**src/pkg/rlc_pkg.sv**
```systemverilog
// Package with constant tables, framing constants and carrier types for the codec block
package rlc_pkg;

    localparam int unsigned RLC_CLK_HZ = 100_000_000;
    localparam int unsigned RLC_SAMPLE_HZ = 8_000;
    localparam int unsigned RLC_SAMPLE_CYCLES = RLC_CLK_HZ / RLC_SAMPLE_HZ;
    localparam int unsigned RLC_FRAME_MS = 20;
    localparam int unsigned RLC_FRAME_SAMPLES = RLC_SAMPLE_HZ * RLC_FRAME_MS / 1000;
    localparam int unsigned RLC_FRAME_WORDS = 76;
    localparam int unsigned RLC_WORD_W = 16;
    localparam int unsigned RLC_OUT_PAD = 3;
    localparam int unsigned RLC_LAG_MIN = 40;
    localparam int unsigned RLC_LAG_MAX = 120;
    localparam logic [6:0] RLC_LAG_RESET = 7'h28;
    localparam int unsigned RLC_FIFO_DEPTH = 16;
    localparam int unsigned RLC_XMAX_CODES = 64;

    // Log-area quantizer rows, coefficient one to eight
    localparam logic signed [15:0] RLC_LAR_SCALE [8] = '{
        16'sh5000, 16'sh5000, 16'sh5000, 16'sh5000,
        16'sh368C, 16'sh3C00, 16'sh2156, 16'sh234C};
    localparam logic signed [15:0] RLC_LAR_OFFSET [8] = '{
        16'sh0000, 16'sh0000, 16'sh0800, -16'sh0A00,
        16'sh005E, -16'sh0700, -16'sh0155, -16'sh0478};
    localparam logic signed [15:0] lar_code_minimum [8] = '{
        -16'sh0020, -16'sh0020, -16'sh0010, -16'sh0010,
        -16'sh0008, -16'sh0008, -16'sh0004, -16'sh0004};
    localparam logic signed [15:0] lar_code_maximum [8] = '{
        16'sh001F, 16'sh001F, 16'sh000F, 16'sh000F,
        16'sh0007, 16'sh0007, 16'sh0003, 16'sh0003};
    localparam logic signed [15:0] reciprocal_scale_table [8] = '{
        16'sh3333, 16'sh3333, 16'sh3333, 16'sh3333,
        16'sh4B17, 16'sh4444, 16'sh7ADE, 16'sh740C};
    localparam logic signed [15:0] gain_decision_levels [4] = '{
        16'sh199A, 16'sh4000, 16'sh6666, 16'sh7FFF};
    localparam logic signed [15:0] gain_reconstruction_levels [4] = '{
        16'sh0CCD, 16'sh2CCD, 16'sh5333, 16'sh7FFF};
    localparam logic signed [15:0] RLC_WEIGHT_TAPS [11] = '{
        -16'sh0086, -16'sh0176, 16'sh0000, 16'sh0806, 16'sh166D, 16'sh2000,
        16'sh166D, 16'sh0806, 16'sh0000, -16'sh0176, -16'sh0086};
    localparam logic signed [15:0] inverse_mantissa_table [8] = '{
        16'sh71C8, 16'sh6667, 16'sh5D18, 16'sh5556,
        16'sh4EC5, 16'sh4925, 16'sh4444, 16'sh4000};
    localparam logic signed [15:0] direct_mantissa_table [8] = '{
        16'sh47FF, 16'sh4FFF, 16'sh57FF, 16'sh5FFF,
        16'sh67FF, 16'sh6FFF, 16'sh77FF, 16'sh7FFF};

    typedef struct packed {
        logic [15:0] word;
        logic first;
    } rlc_word_s;

    typedef struct packed {
        logic signed [15:0] gain;
        logic [6:0] lag;
        logic [1:0] gain_code;
    } rlc_ltp_s;

endpackage

```
**src/rtl/rlc_codec.sv**
```systemverilog
// Codec table lookups, decoder framing and output pacing with parameter FIFO
`timescale 1ns/10ps
//////////////////////////////////////////////////////////////////////////////
//////////////////////////////////////////////////////////////////////////////
module rlc_fifo #(
    parameter int unsigned WIDTH = 17,
    parameter int unsigned DEPTH = 16
) (
    input wire logic clk_in,
    input wire logic reset_n_in,
    input wire logic in_valid_in,
    output logic in_ready_out,
    input wire logic [WIDTH-1:0] in_data_in,
    output logic out_valid_out,
    input wire logic out_ready_in,
    output logic [WIDTH-1:0] out_data_out
);
    localparam int unsigned AW = $clog2(DEPTH);
    logic [WIDTH-1:0] mem_ff [DEPTH];
    logic [AW-1:0] wr_ff;
    logic [AW-1:0] rd_ff;
    logic [AW:0] cnt_ff;
    wire push = in_valid_in && in_ready_out;
    wire pop = out_valid_out && out_ready_in;

    assign in_ready_out = (cnt_ff != (AW+1)'(DEPTH));
    assign out_valid_out = (cnt_ff != '0);
    assign out_data_out = mem_ff[rd_ff];

    always_ff @(posedge clk_in)
    begin
        if (push)
            mem_ff[wr_ff] <= in_data_in;
    end

    always_ff @(posedge clk_in or negedge reset_n_in)
    begin
        if (!reset_n_in)
        begin
            wr_ff <= '0;
            rd_ff <= '0;
            cnt_ff <= '0;
        end
        else
        begin
            if (push)
                wr_ff <= (wr_ff == AW'(DEPTH - 1)) ? '0 : wr_ff + 1'b1;
            if (pop)
                rd_ff <= (rd_ff == AW'(DEPTH - 1)) ? '0 : rd_ff + 1'b1;
            cnt_ff <= cnt_ff + (AW+1)'(push) - (AW+1)'(pop);
        end
    end

    //////////////////////////////////////////////////////////////////////////
    a_fifo_push: assert property (@(posedge clk_in) disable iff (!reset_n_in)
        (push && !pop) |=> (cnt_ff == $past(cnt_ff) + 1'b1))
        else $error("push not counted");
    a_fifo_pop: assert property (@(posedge clk_in) disable iff (!reset_n_in)
        (pop && !push) |=> (cnt_ff == $past(cnt_ff) - 1'b1))
        else $error("pop not counted");
endmodule

//////////////////////////////////////////////////////////////////////////////
module rlc_codec
    import rlc_pkg::*;
#(
    parameter int unsigned FRAME_WORDS = RLC_FRAME_WORDS,
    parameter int unsigned SAMPLE_CYCLES = RLC_SAMPLE_CYCLES,
    parameter int unsigned FIFO_DEPTH = RLC_FIFO_DEPTH
) (
    input wire logic clk_in,
    input wire logic reset_n_in,
    input wire logic state_reset_signal_in,
    input wire logic param_valid_in,
    output logic param_ready_out,
    input wire logic [15:0] param_word_in,
    input wire logic [2:0] lar_index_in,
    input wire logic signed [15:0] gain_metric_in,
    input wire logic [1:0] gain_code_in,
    input wire logic [2:0] mantissa_in,
    input wire logic [3:0] tap_index_in,
    input wire logic signed [15:0] synth_sample_in,
    output rlc_word_s sample_out,
    output logic sample_strobe_out,
    output rlc_ltp_s ltp_out,
    output logic [1:0] gain_code_out,
    output logic signed [15:0] lar_scale_out,
    output logic signed [15:0] lar_offset_out,
    output logic signed [15:0] lar_code_minimum_out,
    output logic signed [15:0] lar_code_maximum_out,
    output logic signed [15:0] reciprocal_scale_out,
    output logic signed [15:0] weight_tap_out,
    output logic signed [15:0] inverse_mantissa_out,
    output logic signed [15:0] direct_mantissa_out,
    output logic frame_done_out
);
    typedef enum logic [1:0] {
        RLC_IDLE = 2'b01,
        RLC_RUN = 2'b10
    } rlc_state_e;

    rlc_state_e state_ff;
    logic [15:0] pace_ff;
    logic [7:0] word_ff;
    logic [7:0] samp_ff;
    logic [6:0] lag_ff;
    logic fifo_valid;
    logic [16:0] fifo_data;
    logic fifo_in_ready;

    //////////////////////////////////////////////////////////////////////////
    // Table lookups are pure constant indexing, so the value is ready in the cycle it is used
    wire [2:0] lar_idx = lar_index_in;
    wire signed [15:0] nxt_scale = RLC_LAR_SCALE[lar_idx];
    wire signed [15:0] nxt_offset = RLC_LAR_OFFSET[lar_idx];
    wire signed [15:0] nxt_min = lar_code_minimum[lar_idx];
    wire signed [15:0] nxt_max = lar_code_maximum[lar_idx];
    wire signed [15:0] nxt_recip = reciprocal_scale_table[lar_idx];
    wire [3:0] tap_idx = (tap_index_in > 4'hA) ? 4'hA : tap_index_in;
    wire signed [15:0] nxt_tap = RLC_WEIGHT_TAPS[tap_idx];
    wire signed [15:0] nxt_inv = inverse_mantissa_table[mantissa_in];
    wire signed [15:0] nxt_dir = direct_mantissa_table[mantissa_in];
    wire signed [15:0] nxt_gain = gain_reconstruction_levels[gain_code_in];

    // Decision: first level the metric does not exceed; 26214 is sensitive, keep exact
    wire [1:0] nxt_gain_code =
        (gain_metric_in <= gain_decision_levels[0]) ? 2'h0 :
        (gain_metric_in <= gain_decision_levels[1]) ? 2'h1 :
        (gain_metric_in <= gain_decision_levels[2]) ? 2'h2 : 2'h3;

    //////////////////////////////////////////////////////////////////////////
    // Parameter framing through the FIFO
    wire word_take = fifo_valid && (state_ff == RLC_RUN);
    // Word sits above the marker bit in the buffered carrier
    wire [6:0] rx_lag = fifo_data[7:1];
    wire lag_ok = (rx_lag >= 7'(RLC_LAG_MIN)) && (rx_lag <= 7'(RLC_LAG_MAX));
    wire is_lag_word = word_take && (word_ff >= 8'h08) && (((word_ff - 8'h08) % 8'h11) == 8'h00);
    wire [6:0] nxt_lag = (is_lag_word && lag_ok) ? rx_lag : lag_ff;
    wire last_word = word_ff == 8'(FRAME_WORDS - 1);
    wire pace_tick = pace_ff == 16'(SAMPLE_CYCLES - 1);
    // Low three bits cleared, so only the 13-bit sample survives
    wire [15:0] nxt_sample = {synth_sample_in[15:3], 3'h0};
    // Taken only while ready shows, so a held word is never stored twice
    wire param_take = param_valid_in && param_ready_out;

    rlc_fifo #(
        .WIDTH(17),
        .DEPTH(FIFO_DEPTH)
    ) u_fifo (
        .clk_in(clk_in),
        .reset_n_in(reset_n_in),
        .in_valid_in(param_take),
        .in_ready_out(fifo_in_ready),
        .in_data_in({param_word_in, 1'b0}),
        .out_valid_out(fifo_valid),
        .out_ready_in(state_ff == RLC_RUN),
        .out_data_out(fifo_data)
    );

    always_ff @(posedge clk_in or negedge reset_n_in)
    begin
        if (!reset_n_in)
        begin
            state_ff <= RLC_IDLE;
            pace_ff <= '0;
            word_ff <= '0;
            samp_ff <= '0;
            lag_ff <= RLC_LAG_RESET;
            param_ready_out <= 1'b0;
            sample_out <= '0;
            sample_strobe_out <= 1'b0;
            ltp_out <= '0;
            gain_code_out <= '0;
            lar_scale_out <= '0;
            lar_offset_out <= '0;
            lar_code_minimum_out <= '0;
            lar_code_maximum_out <= '0;
            reciprocal_scale_out <= '0;
            weight_tap_out <= '0;
            inverse_mantissa_out <= '0;
            direct_mantissa_out <= '0;
            frame_done_out <= 1'b0;
        end
        else if (state_reset_signal_in)
        begin
            // Control state and lag return to initial values; FIFO contents and data outputs are kept
            state_ff <= RLC_IDLE;
            pace_ff <= '0;
            word_ff <= '0;
            samp_ff <= '0;
            lag_ff <= RLC_LAG_RESET;
            param_ready_out <= 1'b0;
            sample_strobe_out <= 1'b0;
            frame_done_out <= 1'b0;
        end
        else
        begin
            state_ff <= RLC_RUN;
            param_ready_out <= fifo_in_ready;
            // Free-running pace keeps output gapless across frames
            pace_ff <= pace_tick ? '0 : pace_ff + 16'h0001;
            sample_strobe_out <= pace_tick && (state_ff == RLC_RUN);
            if (pace_tick)
            begin
                sample_out.word <= nxt_sample;
                sample_out.first <= samp_ff == '0;
                samp_ff <= (samp_ff == 8'(RLC_FRAME_SAMPLES - 1)) ? '0 : samp_ff + 8'h01;
            end
            if (word_take)
                word_ff <= last_word ? '0 : word_ff + 8'h01;
            frame_done_out <= word_take && last_word;
            lag_ff <= nxt_lag;
            ltp_out.lag <= nxt_lag;
            ltp_out.gain_code <= gain_code_in;
            ltp_out.gain <= nxt_gain;
            gain_code_out <= nxt_gain_code;
            lar_scale_out <= nxt_scale;
            lar_offset_out <= nxt_offset;
            lar_code_minimum_out <= nxt_min;
            lar_code_maximum_out <= nxt_max;
            reciprocal_scale_out <= nxt_recip;
            weight_tap_out <= nxt_tap;
            inverse_mantissa_out <= nxt_inv;
            direct_mantissa_out <= nxt_dir;
        end
    end

    //////////////////////////////////////////////////////////////////////////
    // Counts cycles since the last strobe, so the spacing check needs no long repetition
    logic [15:0] since_strobe_ff;
    logic strobe_seen_ff;

    always_ff @(posedge clk_in or negedge reset_n_in)
    begin
        if (!reset_n_in)
        begin
            since_strobe_ff <= '0;
            strobe_seen_ff <= 1'b0;
        end
        else if (state_reset_signal_in)
        begin
            since_strobe_ff <= '0;
            strobe_seen_ff <= 1'b0;
        end
        else if (sample_strobe_out)
        begin
            since_strobe_ff <= '0;
            strobe_seen_ff <= 1'b1;
        end
        else if (since_strobe_ff != 16'hFFFF)
            since_strobe_ff <= since_strobe_ff + 16'h0001;
    end

    a_lag_range: assert property (@(posedge clk_in) disable iff (!reset_n_in)
        (lag_ff >= 7'(RLC_LAG_MIN)) && (lag_ff <= 7'(RLC_LAG_MAX)))
        else $error("lag left range");
    a_lag_hold: assert property (@(posedge clk_in) disable iff (!reset_n_in)
        (is_lag_word && !lag_ok && !state_reset_signal_in) |=> $stable(lag_ff))
        else $error("bad lag not ignored");
    a_lag_take: assert property (@(posedge clk_in) disable iff (!reset_n_in)
        (is_lag_word && lag_ok && !state_reset_signal_in) |=> (lag_ff == $past(rx_lag)))
        else $error("good lag not taken");
    a_state_init: assert property (@(posedge clk_in) disable iff (!reset_n_in)
        state_reset_signal_in |=> (lag_ff == RLC_LAG_RESET && word_ff == '0 &&
        !sample_strobe_out && !frame_done_out))
        else $error("state not returned");
    a_gain_third: assert property (@(posedge clk_in) disable iff (!reset_n_in)
        (gain_metric_in == 16'sh6666 && !state_reset_signal_in) |=> gain_code_out == 2'h2)
        else $error("third level wrong");
    a_gain_over: assert property (@(posedge clk_in) disable iff (!reset_n_in)
        (gain_metric_in == 16'sh6667 && !state_reset_signal_in) |=> gain_code_out == 2'h3)
        else $error("third level off");
    a_gain_low: assert property (@(posedge clk_in) disable iff (!reset_n_in)
        (gain_metric_in == 16'sh199A && !state_reset_signal_in) |=> gain_code_out == 2'h0)
        else $error("first level wrong");
    a_gain_rebuild: assert property (@(posedge clk_in) disable iff (!reset_n_in)
        (gain_code_in == 2'h1 && !state_reset_signal_in) |=> ltp_out.gain == 16'sh2CCD)
        else $error("gain rebuild wrong");
    a_gain_top: assert property (@(posedge clk_in) disable iff (!reset_n_in)
        (gain_code_in == 2'h3 && !state_reset_signal_in) |=> ltp_out.gain == 16'sh7FFF)
        else $error("top gain rebuild wrong");
    a_out_pad: assert property (@(posedge clk_in) disable iff (!reset_n_in)
        sample_out.word[2:0] == 3'h0)
        else $error("low bits not zero");
    a_sample_word: assert property (@(posedge clk_in) disable iff (!reset_n_in)
        (pace_tick && !state_reset_signal_in) |=>
        (sample_out.word == {$past(synth_sample_in[15:3]), 3'h0}))
        else $error("sample word wrong");
    a_first_mark: assert property (@(posedge clk_in) disable iff (!reset_n_in)
        (pace_tick && samp_ff == '0 && !state_reset_signal_in) |=> sample_out.first)
        else $error("frame start not marked");
    a_mant_pair: assert property (@(posedge clk_in) disable iff (!reset_n_in)
        (mantissa_in == 3'h7 && !state_reset_signal_in) |=>
        (inverse_mantissa_out == 16'sh4000 && direct_mantissa_out == 16'sh7FFF))
        else $error("mantissa lookup wrong");
    a_mant_low: assert property (@(posedge clk_in) disable iff (!reset_n_in)
        (mantissa_in == 3'h0 && !state_reset_signal_in) |=>
        (inverse_mantissa_out == 16'sh71C8 && direct_mantissa_out == 16'sh47FF))
        else $error("low mantissa lookup wrong");
    a_recip_pair: assert property (@(posedge clk_in) disable iff (!reset_n_in)
        (lar_index_in == 3'h4 && !state_reset_signal_in) |=>
        (reciprocal_scale_out == 16'sh4B17 && lar_scale_out == 16'sh368C))
        else $error("lar lookup wrong");
    a_lar_seventh: assert property (@(posedge clk_in) disable iff (!reset_n_in)
        (lar_index_in == 3'h6 && !state_reset_signal_in) |=>
        (reciprocal_scale_out == 16'sh7ADE && lar_scale_out == 16'sh2156))
        else $error("seventh lar lookup wrong");
    a_code_limits: assert property (@(posedge clk_in) disable iff (!reset_n_in)
        (lar_index_in == 3'h0 && !state_reset_signal_in) |=>
        (lar_code_minimum_out == -16'sh0020 && lar_code_maximum_out == 16'sh001F))
        else $error("code limits wrong");
    a_tap_center: assert property (@(posedge clk_in) disable iff (!reset_n_in)
        (tap_index_in == 4'h5 && !state_reset_signal_in) |=> weight_tap_out == 16'sh2000)
        else $error("center tap wrong");
    a_tap_clamp: assert property (@(posedge clk_in) disable iff (!reset_n_in)
        (tap_index_in > 4'hA && !state_reset_signal_in) |=> weight_tap_out == -16'sh0086)
        else $error("clamped tap wrong");
    a_frame_end: assert property (@(posedge clk_in) disable iff (!reset_n_in)
        (word_take && last_word && !state_reset_signal_in) |=> frame_done_out)
        else $error("frame end not flagged");
    a_strobe_gap: assert property (@(posedge clk_in) disable iff (!reset_n_in)
        sample_strobe_out |=> !sample_strobe_out)
        else $error("strobe too long");
    a_strobe_period: assert property (@(posedge clk_in) disable iff (!reset_n_in)
        strobe_seen_ff |-> (sample_strobe_out == (since_strobe_ff == 16'(SAMPLE_CYCLES - 1))))
        else $error("strobe spacing wrong");
endmodule

```
**config.mk**
```make
export PLATFORM = sky130hd
export DESIGN_NAME = rlc_codec
export DESIGN_NICKNAME = d
export VERILOG_FILES = /design/src/pkg/rlc_pkg.sv /design/src/rtl/rlc_codec.sv
export SDC_FILE = /design/constraint.sdc
export NUM_CORES = 1
export LEC_CHECK = 0
export BUFFER_PORTS_ARGS = -buffer_cell sky130_fd_sc_hd__buf_4
export CORE_MARGIN = 2
export CORE_UTILIZATION = 33
export CTS_CLUSTER_SIZE = 12
export DETAILED_ROUTE_END_ITERATION = 6
export HOLD_SLACK_MARGIN = 0.06
export PLACE_DENSITY = 0.54
export SYNTH_ARGS = -nofsm -noshare
export SYNTH_HDL_FRONTEND = slang
export SYNTH_SLANG_ARGS = --single-unit
export TNS_END_PERCENT = 10
```
**constraint.sdc**
```tcl
create_clock -name clk_in -period 12.8 [get_ports clk_in]
set_input_delay 0.64 -clock clk_in [delete_from_list [all_inputs] [get_ports clk_in]]
set_output_delay 0.64 -clock clk_in [all_outputs]
set_load 0.005 [all_outputs]
```
==> impl_results.md <==
- Run status: finished, final reports clean
- Core area: 0.03635 mm^2
- Final WL: 25.72 mm
- Final GP Congestion: 0.8018
- CP max FO: 18
- Critical Path Slowest Stage Cell: dfrtp_1
- Htree depth: 1
- TritonRoute pass-1 iters: 6
- Total grt overflow: 0
- Tcrit/Tclk final: 47.24%
- Crit Path Class: register to register
- Largest net degree at the start of global routing: 81
- CTS Buffer Depth: 3
- Worst-Skew Late Latency: 0.54 ns
- Max Cap Violations: 0
- Antenna fix cells: 0
- Top cell by count, worst path: ha_1
- Fin. max-slew vios: 0
- Hpwl dp: 17.92 mm
- Vias in the first global route: 7610
- Worst Setup End Kind: register
- Port bufs: 203
- Die area: 0.03822 mm^2
- Fmax: 165.4 MHz
- Main flop type after synthesis: dfrtp_1
- Pre-CTS setup slack: 6.890 ns
- Num CTS Buffers: 27
- Die Ht: 195.5 um
- Drc violations: 0
- Leading cell type in the layout, fill and taps excluded: buf_4
- Share of cells above drive strength 1: 29.19%
- YS warnings: 0
- Fin worst setup slack: 6.754 ns
- Yosys reg bits: 244
- Post-cts hold buffer count: 0
- Post-synthesis average cell area: 12.15 um^2
- Post-layout min period: 6.046 ns
- Cells after synthesis: 996
- Slew Limit Headroom: 28.80%
- Filler cells: 3489
- Post-synth top area share: 27.79%
- Hold Path Class: primary input to async pin
- Endpoints failing hold: 0
- Layout Utilization: 39.30%
- Reg2reg end: ltp_out[3]
- # resized after CTS: 0
- Final Instance Area: 0.01428 mm^2
- Avg WL per Cell: 16.05 um
- Distinct cell type count after synthesis: 85
- Initial antenna violation count: 0
- Hold slack: 0.1170 ns
- IO Pins: 239
- DRT antenna net count: 0
- Mapped Area: 0.01210 mm^2
- Post-synth EDFFs: 112
- Async SR Flop Fraction: 54.10%
- Clock Root Buffer: clkbuf_16
- VDD IR max: 0.1459 mV
- Post CTS Setup Buffer Count: 0
- Initial Util: 33.30%
- CP Launch Type: register
- Placed cell area: 0.01339 mm^2
- LEAKAGE: 5.895 nW
- Endpoints failing setup: 0
- Worst Skew: 0.009190 ns
- Vias per cell: 4.880
- Worst-margin pin slew: 1.068 ns
- Top cells by area in the synthesized netlist: edfxtp_1 28%, dfrtp_1 27%, mux4_2 6.3%
- CTS tree: built
- Crit path largest cell delay: 0.71 ns
- Area leader, netlist: edfxtp_1
- Commonest cells after routing, fill and taps aside: 209 x buf_4, 127 x dfrtp_1, 112 x edfxtp_1
- FF-to-FF setup slack: 6.75 ns
- Die Width: 195.5 um
- Seq. cell area: 0.006673 mm^2
- Setup_tns: 0 ns
- Critical path required time: 13.21 ns
- Row Count: 70
- Global Route Usage Sum: 13.30%
- RSZ-0062 raised after global routing: no
- Crit path cell chain: inv_1, ha_1, and2_1, nand4_1, o2bb2ai_1, and3_1, nor2_1, ha_1, nor2_1, a211oi_1, nor4_1, o211a_4, xnor2_1, ha_1, xnor2_1, a31oi_1, mux2i_1, a2111oi_4, o21ai_4, a221o_1
- CTS sink cnt: 244
- Power per cell area: 148.9 mW/mm^2
- Via count: 7817
- Cells on worst reg2reg path: 20
- WP data arrival: 6.46 ns
- First-pass GRT wire length: 41.43 mm
- Clock slew at reported path FFs: 0.06 ns
- Worst r2r src: word_ff[3]
- Area Growth Syn to Fin: 18.02%
- Area of the multi-input gates: 0.004427 mm^2
- DR iter-0 viols: 422
- Nets: 1212
- Sequential cell area fraction in the yosys report: 55.11%
[cells by family after synthesis]
| group | Yosys count | share of synthesized area (%) |
|---|---|---|
| fa+ha+maj | 33 | 3.474 |
| mux | 62 | 8.891 |
| buf+inv | 175 | 8.994 |
| xor+xnor | 29 | 2.161 |
| other cells | 1 | 0.03098 |
| flops | 244 | 55.11 |
| compound gates | 174 | 10.12 |
| simple gates | 278 | 11.22 |
[flip-flops by register name, indices dropped and copies added (netlist names), 5 cells and up]
signal / count
u_fifo.mem_ff: 112
pace_ff: 16
inverse_mantissa_out: 14
sample_out: 14
lar_offset_out: 10
ltp_out: 10
weight_tap_out: 9
samp_ff: 8
word_ff: 8
lag_ff: 7
lar_scale_out: 5
u_fifo.cnt_ff: 5
[layer usage]
layer	up-vias	GRT usage [%]	share of wire, %
li1	3748	-	-
met1	3817	17.70	45
met2	217	22.83	48
met3	35	2.021	4.7
met4	0	3.251	2.2
met5	-	0	0
[worst max-delay path by stage]
stage               startpoint  slack [ns]    endpoint
finish              word_ff[3]        6.75  ltp_out[3]
global placement    word_ff[3]        6.92  ltp_out[4]
CTS                 word_ff[3]        6.83  ltp_out[3]
floorplan           word_ff[3]        7.97  ltp_out[2]
global route        word_ff[3]        6.22  ltp_out[3]
detailed placement  word_ff[3]        6.89  ltp_out[2]
[area by class of cell]
| class | count | share of cell area, % |
|---|---|---|
| sequential | 244 | 46.72 |
| multi-input combinational | 599 | 30.99 |
| timing repair buffer | 210 | 11.06 |
| clock buffer | 37 | 5.273 |
| tap | 468 | 4.100 |
| clock inverter | 11 | 0.9898 |
| inverter | 33 | 0.8672 |
[cells in the mapped netlist (all sizes together) (4+ instances only)]
cell type,count
inv,32
o211a,5
o2111a,4
and3,10
o21ai,60
edfxtp,112
nand2,97
a22o,6
o31ai,10
nand2b,9
buf,113
mux2,21
mux2i,7
mux4,34
a211oi,5
nor3b,4
xor2,13
clkbuf,29
nor3,18
a21o,12
o211ai,5
nand4,16
nor4,8
a221o,4
dfrtp,129
nor2,64
and2,4
nand3,19
nor2b,8
a2bb2oi,4
a311oi,4
xnor2,16
a31oi,5
ha,32
or3,6
o21a,4
a21oi,27
[power by group]
part / internal (W) / switching (W)
Combinational: 0.000208 / 0.000170
Clock: 0.000471 / 0.000308
Sequential: 0.000879 / 0.0000917
[worst max-delay path: cells and delay by family, from the launching register on]
kind            cells  cell delay [ns]
compound gates      7             1.99
xor+xnor            2             0.21
fa+ha+maj           3             1.08
buf+inv             1             0.23
flops               1             0.71
mux                 1             0.13
simple gates        6             1.55
[through the flow]
stage	instances	power [W]
floorplan	1018	0.001236
global placement	1554	0.001367
global route	1602	0.002241
detailed placement	1554	0.001373
CTS	1602	0.002163
finish	1602	0.002127
Note: power is estimated with default switching activity, not from simulation.
